`src/rtl/sdcmd_pkg.sv`:
```
// constants and types shared by the command decoder and the controller end
// assumes one 10 MHz clock, asynchronous active-low reset
// Summary of operation
// chip select high: no new command
// row/column/write strobes select the command
// activate opens bank row until precharge
// read/write: column low bits, bit ten autoprecharge
// precharge: bit ten selects one or all
// mode load copies address; banks idle
// burst terminate cuts latest read/write burst
// byte masks: writes immediate, reads two later
// refresh: auto, or self refresh if enable falls
// self refresh internal; only enable matters
// controller holds self refresh minimum row-active time
// no command until refresh cycle time passes
// exit: only no-ops, two minimum, then idle
// controller refreshes all rows after exit; this controller leaves that refresh to the user
// power-down entry/exit on enable with no-op
// enable low mid-burst: clock suspend, resume next
// power action from current and previous enable
// controller never issues illegal enable/command pairs; this controller forces only the self refresh exit edge to a no-op
// enable low makes next edge invalid
// timings are parameters counted in cycles
// commands in low-power states change nothing
package sdcmd_pkg;
  localparam int CLK_PERIOD_NS            = 100;
  localparam int MIN_ROW_ACTIVE_TIME_NS   = 42;
  localparam int REFRESH_CYCLE_TIME_NS    = 60;
  localparam int SELF_REFRESH_EXIT_TIME_NS = 70;
  // least times round up
  localparam int RAS_CYC = (MIN_ROW_ACTIVE_TIME_NS + CLK_PERIOD_NS - 1) / CLK_PERIOD_NS;
  localparam int RC_CYC  = (REFRESH_CYCLE_TIME_NS + CLK_PERIOD_NS - 1) / CLK_PERIOD_NS;
  localparam int XSR_RAW = (SELF_REFRESH_EXIT_TIME_NS + CLK_PERIOD_NS - 1) / CLK_PERIOD_NS;
  localparam int MIN_EXIT_NOPS = 2;
  localparam int XSR_CYC = (XSR_RAW > MIN_EXIT_NOPS) ? XSR_RAW : MIN_EXIT_NOPS;
  localparam int BURST_LEN   = 4;
  localparam int READ_MASK_DELAY = 2;
  localparam int AP_BIT      = 10;
  localparam int COL_BITS    = 8;
  localparam int ADDR_BITS   = 12;
  localparam int BANKS       = 4;
  localparam logic [11:0] MODE_RESET = 12'h0000;

  typedef enum logic [3:0] {
    SDCMD_INHIBIT   = 4'b1000,
    SDCMD_NOP       = 4'b0111,
    SDCMD_ACTIVATE  = 4'b0011,
    SDCMD_READ      = 4'b0101,
    SDCMD_WRITE     = 4'b0100,
    SDCMD_TERMINATE = 4'b0110,
    SDCMD_PRECHARGE = 4'b0010,
    SDCMD_REFRESH   = 4'b0001,
    SDCMD_MODE_LOAD = 4'b0000
  } sdcmd_cmd_e;

  typedef enum logic [2:0] {
    SDCMD_PS_RUN      = 3'b000,
    SDCMD_PS_POWDOWN  = 3'b001,
    SDCMD_PS_SELFREF  = 3'b010,
    SDCMD_PS_SUSPEND  = 3'b011,
    SDCMD_PS_SR_EXIT  = 3'b100
  } sdcmd_pstate_e;
endpackage

```
`src/rtl/sdcmd_if.sv`:
```
`timescale 1ns/1ps
// pins between controller and command decoder
// assumes both ends share clock; data pins are split into separate to-device and from-device buses
interface sdcmd_if (
  input wire logic clock
);
  logic        clk_enable;
  logic        chip_sel_n;
  logic        row_strobe_n;
  logic        col_strobe_n;
  logic        write_strobe_n;
  logic [1:0]  bank_select;
  logic [11:0] addr_bus;
  logic        low_byte_mask;
  logic        high_byte_mask;
  logic [15:0] dq_to_dev;
  logic [15:0] dq_from_dev;
  logic [1:0]  dq_dev_oe;
  modport dev (
    input  clk_enable, chip_sel_n, row_strobe_n, col_strobe_n, write_strobe_n,
    input  bank_select, addr_bus, low_byte_mask, high_byte_mask, dq_to_dev,
    output dq_from_dev, dq_dev_oe
  );
  modport ctl (
    output clk_enable, chip_sel_n, row_strobe_n, col_strobe_n, write_strobe_n,
    output bank_select, addr_bus, low_byte_mask, high_byte_mask, dq_to_dev,
    input  dq_from_dev, dq_dev_oe
  );
endinterface // sdcmd_if

```
`src/rtl/sdcmd_timer.sv`:
```
`timescale 1ns/1ps
// down-counter for recovery periods
// assumes load is a single-cycle strobe from the owner; the count runs down on every edge and holds at zero
module sdcmd_timer (
  input  wire logic       clock,
  input  wire logic       rst_n,
  input  wire logic       load,
  input  wire logic [7:0] load_val,
  output logic            busy
);
  logic [7:0] count_ff;
  wire  [7:0] nxt_count = load ? load_val : (count_ff != 8'h00 ? count_ff - 8'h01 : 8'h00);
  always_ff @(posedge clock or negedge rst_n) begin
    if (!rst_n) count_ff <= 8'h00;
    else        count_ff <= nxt_count;
  end
  assign busy = (count_ff != 8'h00);
endmodule // sdcmd_timer

```
`src/rtl/sdcmd_dev.sv`:
```
`timescale 1ns/1ps
// device end: command decode, bank rows, byte masks, clock-enable power states
// assumes the controller drives every pin synchronously to clock
module sdcmd_dev (
  input  wire logic        clock,
  input  wire logic        rst_n,
  sdcmd_if.dev             pins,
  output logic [3:0]       bank_open_ff,
  output logic [47:0]      open_rows_ff,
  output logic [11:0]      mode_reg_ff,
  output logic [2:0]       pstate_ff,
  output logic             burst_active_ff,
  output logic             burst_is_write_ff,
  output logic [7:0]       burst_col_ff,
  output logic             burst_autopre_ff,
  output logic [1:0]       burst_bank_ff,
  output logic [1:0]       wr_byte_en_ff,
  output logic [15:0]      wr_data_ff,
  output logic             refresh_pulse_ff,
  output logic             busy_ff
);
  // enable counts as high before reset, so the first edge after release is valid
  logic       cke_prev_ff;
  logic [1:0] rmask_pipe_ff [0:1];
  logic [2:0] burst_left_ff;
  wire  cke  = pins.clk_enable;
  wire  [3:0] cmd_bits = {pins.chip_sel_n, pins.row_strobe_n, pins.col_strobe_n,
                          pins.write_strobe_n};
  // chip select high masks the strobes, so a stray strobe pattern is never decoded
  function automatic logic [3:0] decode_cmd(input logic [3:0] pins_in);
    logic [3:0] code;
    if (pins_in[3]) begin
      code = 4'b1000;
    end else begin
      code = pins_in;
    end
    return code;
  endfunction
  wire  is_inh = pins.chip_sel_n;
  wire  [3:0] cmd = decode_cmd(cmd_bits);
  wire  is_nop  = is_inh || (cmd == sdcmd_pkg::SDCMD_NOP);
  wire  all_idle = (bank_open_ff == 4'h0) && !burst_active_ff && !busy_ff;
  wire  run = (pstate_ff == sdcmd_pkg::SDCMD_PS_RUN);
  // valid edge needs enable high now and before, and no recovery pending
  wire  tmr_busy;
  // an edge while the refresh or exit timer runs is not executable, so commands that
  // break the recovery rule are dropped instead of corrupting bank state
  wire  exec = run && cke_prev_ff && cke && !tmr_busy;
  logic tmr_load;
  logic [7:0] tmr_val;
  logic [2:0] nxt_pstate;

  // one shared timer: refresh, self-refresh entry and exit recovery never overlap
  sdcmd_timer u_timer (
    .clock    (clock),
    .rst_n    (rst_n),
    .load     (tmr_load),
    .load_val (tmr_val),
    .busy     (tmr_busy)
  );

  // power-state decision from previous and current enable
  always_comb begin
    nxt_pstate = pstate_ff;
    tmr_load   = 1'b0;
    tmr_val    = 8'h00;
    unique case (pstate_ff)
      sdcmd_pkg::SDCMD_PS_RUN: begin
        if (cke_prev_ff && !cke) begin
          if (burst_active_ff) nxt_pstate = sdcmd_pkg::SDCMD_PS_SUSPEND;
          else if (all_idle && cmd == sdcmd_pkg::SDCMD_REFRESH) begin
            nxt_pstate = sdcmd_pkg::SDCMD_PS_SELFREF;
            tmr_load   = 1'b1;
            tmr_val    = 8'(sdcmd_pkg::RC_CYC);
          end else if (all_idle && is_nop) nxt_pstate = sdcmd_pkg::SDCMD_PS_POWDOWN;
        end else if (exec && cmd == sdcmd_pkg::SDCMD_REFRESH) begin
          tmr_load = 1'b1;
          tmr_val  = 8'(sdcmd_pkg::RC_CYC);
        end
      end
      sdcmd_pkg::SDCMD_PS_POWDOWN:
        if (cke && is_nop) nxt_pstate = sdcmd_pkg::SDCMD_PS_RUN;
      sdcmd_pkg::SDCMD_PS_SELFREF:
        if (cke && is_nop) begin
          nxt_pstate = sdcmd_pkg::SDCMD_PS_SR_EXIT;
          tmr_load   = 1'b1;
          tmr_val    = 8'(sdcmd_pkg::XSR_CYC);
        end
      sdcmd_pkg::SDCMD_PS_SUSPEND:
        if (cke) nxt_pstate = sdcmd_pkg::SDCMD_PS_RUN;
      sdcmd_pkg::SDCMD_PS_SR_EXIT:
        if (!tmr_busy) nxt_pstate = sdcmd_pkg::SDCMD_PS_RUN;
      default: nxt_pstate = sdcmd_pkg::SDCMD_PS_RUN;
    endcase
  end

  // mode load outside all-idle is ignored rather than flagged; the controller owns that
  wire do_act  = exec && cmd == sdcmd_pkg::SDCMD_ACTIVATE;
  wire do_rd   = exec && cmd == sdcmd_pkg::SDCMD_READ;
  wire do_wr   = exec && cmd == sdcmd_pkg::SDCMD_WRITE;
  wire do_pre  = exec && cmd == sdcmd_pkg::SDCMD_PRECHARGE;
  wire do_term = exec && cmd == sdcmd_pkg::SDCMD_TERMINATE;
  wire do_mode = exec && cmd == sdcmd_pkg::SDCMD_MODE_LOAD && all_idle;
  // bit ten is auto precharge on accesses and all-bank select on precharge
  wire pre_all = pins.addr_bus[sdcmd_pkg::AP_BIT];
  // suspend freezes the burst; low-power states see no commands
  wire burst_run = run && cke && burst_active_ff;
  wire burst_end = burst_run && burst_left_ff == 3'd1;

  // the row stays in its register after close; only the open flag is cleared
  genvar b;
  generate
    for (b = 0; b < sdcmd_pkg::BANKS; b++) begin : g_bank
      wire hit = pins.bank_select == 2'(b);
      wire open_now = do_act && hit;
      wire close_now = (do_pre && (pre_all || hit))
                     || (burst_end && burst_autopre_ff && burst_bank_ff == 2'(b));
      always_ff @(posedge clock or negedge rst_n) begin
        if (!rst_n) begin
          bank_open_ff[b] <= 1'b0;
          open_rows_ff[b*12 +: 12] <= 12'h000;
        end else if (open_now) begin
          bank_open_ff[b] <= 1'b1;
          open_rows_ff[b*12 +: 12] <= pins.addr_bus;
        end else if (close_now) begin
          bank_open_ff[b] <= 1'b0;
        end
      end
    end
  endgenerate

  wire new_burst = do_rd || do_wr;
  wire [1:0] cur_mask = {pins.high_byte_mask, pins.low_byte_mask};
  // a new access wins over terminate on one edge: the latest command owns the burst

  always_ff @(posedge clock or negedge rst_n) begin
    if (!rst_n) begin
      pstate_ff         <= sdcmd_pkg::SDCMD_PS_RUN;
      cke_prev_ff       <= 1'b1;
      mode_reg_ff       <= sdcmd_pkg::MODE_RESET;
      burst_active_ff   <= 1'b0;
      burst_is_write_ff <= 1'b0;
      burst_col_ff      <= 8'h00;
      burst_autopre_ff  <= 1'b0;
      burst_bank_ff     <= 2'b00;
      burst_left_ff     <= 3'd0;
      refresh_pulse_ff  <= 1'b0;
      busy_ff           <= 1'b0;
    end else begin
      pstate_ff        <= nxt_pstate;
      cke_prev_ff      <= cke;
      refresh_pulse_ff <= (exec && cmd == sdcmd_pkg::SDCMD_REFRESH)
                          || (pstate_ff == sdcmd_pkg::SDCMD_PS_SELFREF && !tmr_busy);
      busy_ff          <= tmr_busy || tmr_load;
      if (do_mode) mode_reg_ff <= pins.addr_bus;
      if (new_burst) begin
        burst_active_ff   <= 1'b1;
        burst_is_write_ff <= do_wr;
        burst_col_ff      <= pins.addr_bus[sdcmd_pkg::COL_BITS-1:0];
        burst_autopre_ff  <= pins.addr_bus[sdcmd_pkg::AP_BIT];
        burst_bank_ff     <= pins.bank_select;
        burst_left_ff     <= 3'(sdcmd_pkg::BURST_LEN);
      end else if (do_term || burst_end ||
                   (do_pre && (pre_all || pins.bank_select == burst_bank_ff))) begin
        burst_active_ff <= 1'b0;
        burst_left_ff   <= 3'd0;
      end else if (burst_run) begin
        burst_left_ff <= burst_left_ff - 3'd1;
        burst_col_ff  <= burst_col_ff + 8'h01;
      end
    end
  end

  // write mask acts now, read mask two edges later
  // masked lanes still capture data; the enable tells the array which bytes to keep
  wire wr_beat = do_wr || (burst_run && burst_is_write_ff && !do_term);
  always_ff @(posedge clock or negedge rst_n) begin
    if (!rst_n) begin
      wr_byte_en_ff    <= 2'b00;
      wr_data_ff       <= 16'h0000;
      rmask_pipe_ff[0] <= 2'b11;
      rmask_pipe_ff[1] <= 2'b11;
    end else begin
      wr_byte_en_ff    <= wr_beat ? ~cur_mask : 2'b00;
      wr_data_ff       <= pins.dq_to_dev;
      rmask_pipe_ff[0] <= cur_mask;
      rmask_pipe_ff[1] <= rmask_pipe_ff[0];
    end
  end

  // read lanes are registered once more so the enable comes straight from a flop
  logic [1:0] rd_oe_ff;
  always_ff @(posedge clock or negedge rst_n) begin
    if (!rst_n) begin
      rd_oe_ff <= 2'b00;
    end else begin
      rd_oe_ff <= (burst_active_ff && !burst_is_write_ff) ? ~rmask_pipe_ff[1] : 2'b00;
    end
  end
  assign pins.dq_dev_oe   = rd_oe_ff;
  assign pins.dq_from_dev = {open_rows_ff[3:0], burst_col_ff, 4'h0};
endmodule // sdcmd_dev

```
`src/flat_wrapper.sv`:
```
// flat-port wrapper written by rule: the top's interface ports become plain ports
module sdcmd_dev_flat 
  (clock, rst_n, bank_open_ff, open_rows_ff, mode_reg_ff, pstate_ff, burst_active_ff, burst_is_write_ff, burst_col_ff, burst_autopre_ff, burst_bank_ff, wr_byte_en_ff, wr_data_ff, refresh_pulse_ff, busy_ff, pins_clk_enable, pins_chip_sel_n, pins_row_strobe_n, pins_col_strobe_n, pins_write_strobe_n, pins_bank_select, pins_addr_bus, pins_low_byte_mask, pins_high_byte_mask, pins_dq_to_dev, pins_dq_from_dev, pins_dq_dev_oe);
  sdcmd_if pins_i (.clock(clock));
  input  wire logic clock;
  input  wire logic rst_n;
  output logic [3:0] bank_open_ff;
  output logic [47:0] open_rows_ff;
  output logic [11:0] mode_reg_ff;
  output logic [2:0] pstate_ff;
  output logic burst_active_ff;
  output logic burst_is_write_ff;
  output logic [7:0] burst_col_ff;
  output logic burst_autopre_ff;
  output logic [1:0] burst_bank_ff;
  output logic [1:0] wr_byte_en_ff;
  output logic [15:0] wr_data_ff;
  output logic refresh_pulse_ff;
  output logic busy_ff;
  input wire logic [$bits(pins_i.clk_enable)-1:0] pins_clk_enable;
  input wire logic [$bits(pins_i.chip_sel_n)-1:0] pins_chip_sel_n;
  input wire logic [$bits(pins_i.row_strobe_n)-1:0] pins_row_strobe_n;
  input wire logic [$bits(pins_i.col_strobe_n)-1:0] pins_col_strobe_n;
  input wire logic [$bits(pins_i.write_strobe_n)-1:0] pins_write_strobe_n;
  input wire logic [$bits(pins_i.bank_select)-1:0] pins_bank_select;
  input wire logic [$bits(pins_i.addr_bus)-1:0] pins_addr_bus;
  input wire logic [$bits(pins_i.low_byte_mask)-1:0] pins_low_byte_mask;
  input wire logic [$bits(pins_i.high_byte_mask)-1:0] pins_high_byte_mask;
  input wire logic [$bits(pins_i.dq_to_dev)-1:0] pins_dq_to_dev;
  output wire logic [$bits(pins_i.dq_from_dev)-1:0] pins_dq_from_dev;
  output wire logic [$bits(pins_i.dq_dev_oe)-1:0] pins_dq_dev_oe;
  assign pins_i.clk_enable = pins_clk_enable;
  assign pins_i.chip_sel_n = pins_chip_sel_n;
  assign pins_i.row_strobe_n = pins_row_strobe_n;
  assign pins_i.col_strobe_n = pins_col_strobe_n;
  assign pins_i.write_strobe_n = pins_write_strobe_n;
  assign pins_i.bank_select = pins_bank_select;
  assign pins_i.addr_bus = pins_addr_bus;
  assign pins_i.low_byte_mask = pins_low_byte_mask;
  assign pins_i.high_byte_mask = pins_high_byte_mask;
  assign pins_i.dq_to_dev = pins_dq_to_dev;
  assign pins_dq_from_dev = pins_i.dq_from_dev;
  assign pins_dq_dev_oe = pins_i.dq_dev_oe;
  sdcmd_dev u_core (.clock(clock), .rst_n(rst_n), .pins(pins_i), .bank_open_ff(bank_open_ff), .open_rows_ff(open_rows_ff), .mode_reg_ff(mode_reg_ff), .pstate_ff(pstate_ff), .burst_active_ff(burst_active_ff), .burst_is_write_ff(burst_is_write_ff), .burst_col_ff(burst_col_ff), .burst_autopre_ff(burst_autopre_ff), .burst_bank_ff(burst_bank_ff), .wr_byte_en_ff(wr_byte_en_ff), .wr_data_ff(wr_data_ff), .refresh_pulse_ff(refresh_pulse_ff), .busy_ff(busy_ff));
endmodule
```
`config.mk`:
```
export PLATFORM = sky130hd
export DESIGN_NAME = sdcmd_dev_flat
export DESIGN_NICKNAME = d
export VERILOG_FILES = /design/src/rtl/sdcmd_pkg.sv /design/src/rtl/sdcmd_if.sv /design/src/rtl/sdcmd_timer.sv /design/src/rtl/sdcmd_dev.sv /design/src/flat_wrapper.sv
export SDC_FILE = /design/constraint.sdc
export NUM_CORES = 1
export LEC_CHECK = 0
export BUFFER_PORTS_ARGS = -buffer_cell sky130_fd_sc_hd__buf_2
export CORE_MARGIN = 3
export CORE_UTILIZATION = 45
export CTS_CLUSTER_DIAMETER = 150
export DETAILED_ROUTE_END_ITERATION = 6
export PLACE_DENSITY = 0.75
export SLEW_MARGIN = 20
export SYNTH_ARGS = -nofsm -noshare
export SYNTH_HDL_FRONTEND = slang
export SYNTH_SLANG_ARGS = --single-unit
```
`constraint.sdc`:
```
create_clock -name clock -period 2.38 [get_ports clock]
set_input_delay 0.238 -clock clock [delete_from_list [all_inputs] [get_ports clock]]
set_output_delay 0.238 -clock clock [all_outputs]
set_load 0.1 [all_outputs]
```
==> flow_metrics.env <==
export IMPL_status="complete, no violations"
export IMPL_cts_htree_levels=4
export IMPL_synth_distinct_cells=40
export IMPL_fp_coreArea_um2=10500
export IMPL_cts_buffers=17
export IMPL_synthArstFlopShare=1.00
export IMPL_worst_pin_slew_ns=0.676
export IMPL_worst_r2r_setup_slack_ns=0.07
export IMPL_crit_path_max_incr_delay_ns=0.53
export IMPL_hpwlAfterDp_mm=8.87
export IMPL_clock_skew_ns=0.00886
export IMPL_grt_pass1_wl_mm=20.7
export IMPL_synthTopCellsByArea="dfrtp_1 58%, mux2_2 15%, nor2_1 3.1%"
export IMPL_clkSinkCount=118
export IMPL_clk_pin_slew_ns=0.06
export IMPL_wl_per_cell_um=17.5
export IMPL_grt_start_max_net_pins=52
export IMPL_ant_nets=0
export IMPL_critical_path_top_delay_family="simple AND/OR/NAND/NOR gates"
export IMPL_crit_chain="nor4b_2 -> nand2_1 -> nor4b_4 -> nor3b_2 -> buf_4 -> mux2_2"
export IMPL_dr_total_vias=3740
export IMPL_period_needed_ns=2.31
export IMPL_crit_slowest_cell="dfrtp_4"
export IMPL_cp_start_kind="flip-flop"
export IMPL_synth_common_cells="113 x dfrtp_1, 64 x mux2_2, 40 x nor2_1, 25 x nand2_1, 17 x buf_4"
export IMPL_start_util=0.470
export IMPL_slew_violations=0
export IMPL_n_antenna_cell=0
export IMPL_path_buf_inv=1
export IMPL_grt_pass1_vias=4054
export IMPL_n_fill_cell=824
export IMPL_die_area_um2=12200
export IMPL_drive_above_1_share=0.486
export IMPL_cp_data_arrival_time_ns=2.70
export IMPL_clk_insertion_delay_late_ns=0.51
export IMPL_max_clock_path_buffers=2
export IMPL_ys_seq_elements=118
export IMPL_dieWidth_um=111
export IMPL_max_freq_mhz=432
export IMPL_numPortBuffers=152
export IMPL_grt_total_usage=0.213
export IMPL_gp_congestion=0.867
export IMPL_fin_nets=621
export IMPL_max_slew_margin_rel=0.550
export IMPL_drt_pass1_iterations=4
export IMPL_fin_util=0.642
export IMPL_grt_overflow=0
export IMPL_vdd_drop_max_uv=521
export IMPL_syn_inst=391
export IMPL_drtIter0Drc=241
export IMPL_syn_mean_instance_area_um2=12.6
export IMPL_power_leakage_nw=3.60
export IMPL_crit_required_ns=2.77
export IMPL_placementRows=37
export IMPL_yosysTopAreaCellShare=0.575
export IMPL_yosysTopAreaCell="dfrtp_1"
export IMPL_synth_edf_count=0
export IMPL_hp_class="in2reg"
export IMPL_endpoint_kind="flip-flop"
export IMPL_final_hold_violation_count=0
export IMPL_antenna_found_initial=0
export IMPL_drc=0
export IMPL_boundaryPins=157
export IMPL_fp_dieH_um=111
export IMPL_cts_root_buf="clkbuf_8"
export IMPL_stdcell_count=726
export IMPL_viasPerCell=5.15
export IMPL_cp_max_fo=12
export IMPL_yosys_warnings=0
export IMPL_synthFlopType="dfrtp_1"
export IMPL_fin_crit_sh=0.972
export IMPL_setup_viol=0
export IMPL_area_growth_pct=36.6
export IMPL_wirelength_mm=12.7
export IMPL_cap_violations=0
export IMPL_yosysMostFrequentCell="dfrtp_1"
export IMPL_syn_area_um2=4920
export IMPL_dp_cells=670
export IMPL_cellPowerDensity_nw_per_um2=935
export IMPL_cts_tree="built"
export IMPL_criticalPathCategory="reg2reg"
export IMPL_synth_sequential_area_ratio=0.602
-- through the flow --
stage	setup TNS, ns	worst slack (ns)	power (mW)	hold slack [ns]	cell area [µm²]
detailed placement	0	0.0400	3.83	0.321	5880
CTS	0	0.00783	6.30	0.00856	6670
global placement	0	0.163	3.76	0.309	5880
global route	-0.00510	-0.00510	6.54	0.0180	6720
floorplan	0	0.0205	3.52	-0.0576	4990
finish	0	0.0674	6.28	0.0302	6720
-- final timing paths --
path | start | end | cells after the start
max in group asynchronous | rst_n | u_core.cke_prev_ff | 3
hold reg to reg | u_core.rmask_pipe_ff[3] | u_core.rmask_pipe_ff[1] | 0
setup reg to reg | u_core.pstate_ff[0] | u_core.mode_reg_ff[8] | 6
setup / recovery | u_core.pstate_ff[0] | u_core.mode_reg_ff[8] | 6
hold / removal | pins_addr_bus[8] | u_core.open_rows_ff[8] | 2
min in group asynchronous | rst_n | u_core.pstate_ff[0] | 2
-- registers in the layout, summed over array words and instances, names as in the netlist --
name and cells:
u_core.burst_bank_ff 2, u_core.pstate_ff 3, u_core.busy_ff 1, u_core.burst_autopre_ff 1, u_core.refresh_pulse_ff 1, u_core.u_timer.count_ff 8
u_core.mode_reg_ff 12, u_core.burst_left_ff 3, u_core.burst_is_write_ff 1, u_core.burst_active_ff 1, u_core.wr_data_ff 16, u_core.cke_prev_ff 1
u_core.wr_byte_en_ff 2, u_core.pins.dq_dev_oe 2, u_core.open_rows_ff 48, u_core.rmask_pipe_ff 4, u_core.bank_open_ff 4, u_core.burst_col_ff 8
-- cells in the final DEF (no fill, tap or decap), types with 6 or more instances in the layout --
master / instances
buf_2: 151
nand2b_1: 6
dfrtp_1: 110
xor2_1: 10
a21oi_1: 16
nand3_1: 6
mux2_2: 64
o21ai_0: 13
buf_4: 16
dlygate4sd3_1: 21
clkbuf_16: 16
nand4_1: 6
nor2_1: 40
nand2_1: 24
-- power by group --
group          internal (mW)  switching, mW
sequential              2.18          0.184
clock                   1.54          0.887
combinational          0.362           1.13
-- per-layer routing --
metal | share of wire | track usage | up-vias
li1 | - | - | 1715
met1 | 0.40 | 0.247 | 1882
met2 | 0.52 | 0.369 | 129
met3 | 0.061 | 0.0652 | 14
met4 | 0.014 | 0.0805 | 0
met5 | 0 | 0 | -
-- cells by family after synthesis --
logic type | count (synthesis) | share of synthesized area
and+or+nand+nor | 120 | 0.130
DFF | 118 | 0.602
muxes | 66 | 0.151
AOI/OAI and AO/OA | 35 | 0.0397
buffers and inverters | 31 | 0.0379
xor gates and xnor gates | 15 | 0.0267
adders and majority gates | 5 | 0.0127
other | 1 | 0.000763
-- final cells by class --
cell class,instances,area [µm²],area share
flip-flops and latches,118,2970,0.442
repair buffers,190,1130,0.168
clock buffers,20,445,0.0663
multi-input cells,245,1860,0.277
inverters,5,18.8,0.00279
well taps,136,170,0.0253
clock inverters,12,129,0.0192
-- what timing repair did --
action                                  in CTS  in global routing
hold buffers                                21                  0
buffers inserted                             0                  3
endpoints found under the hold margin       68                  0
resized for setup                            0                  5
endpoints found under the setup margin       0                 59
Note: power is estimated with default switching activity, not from simulation.
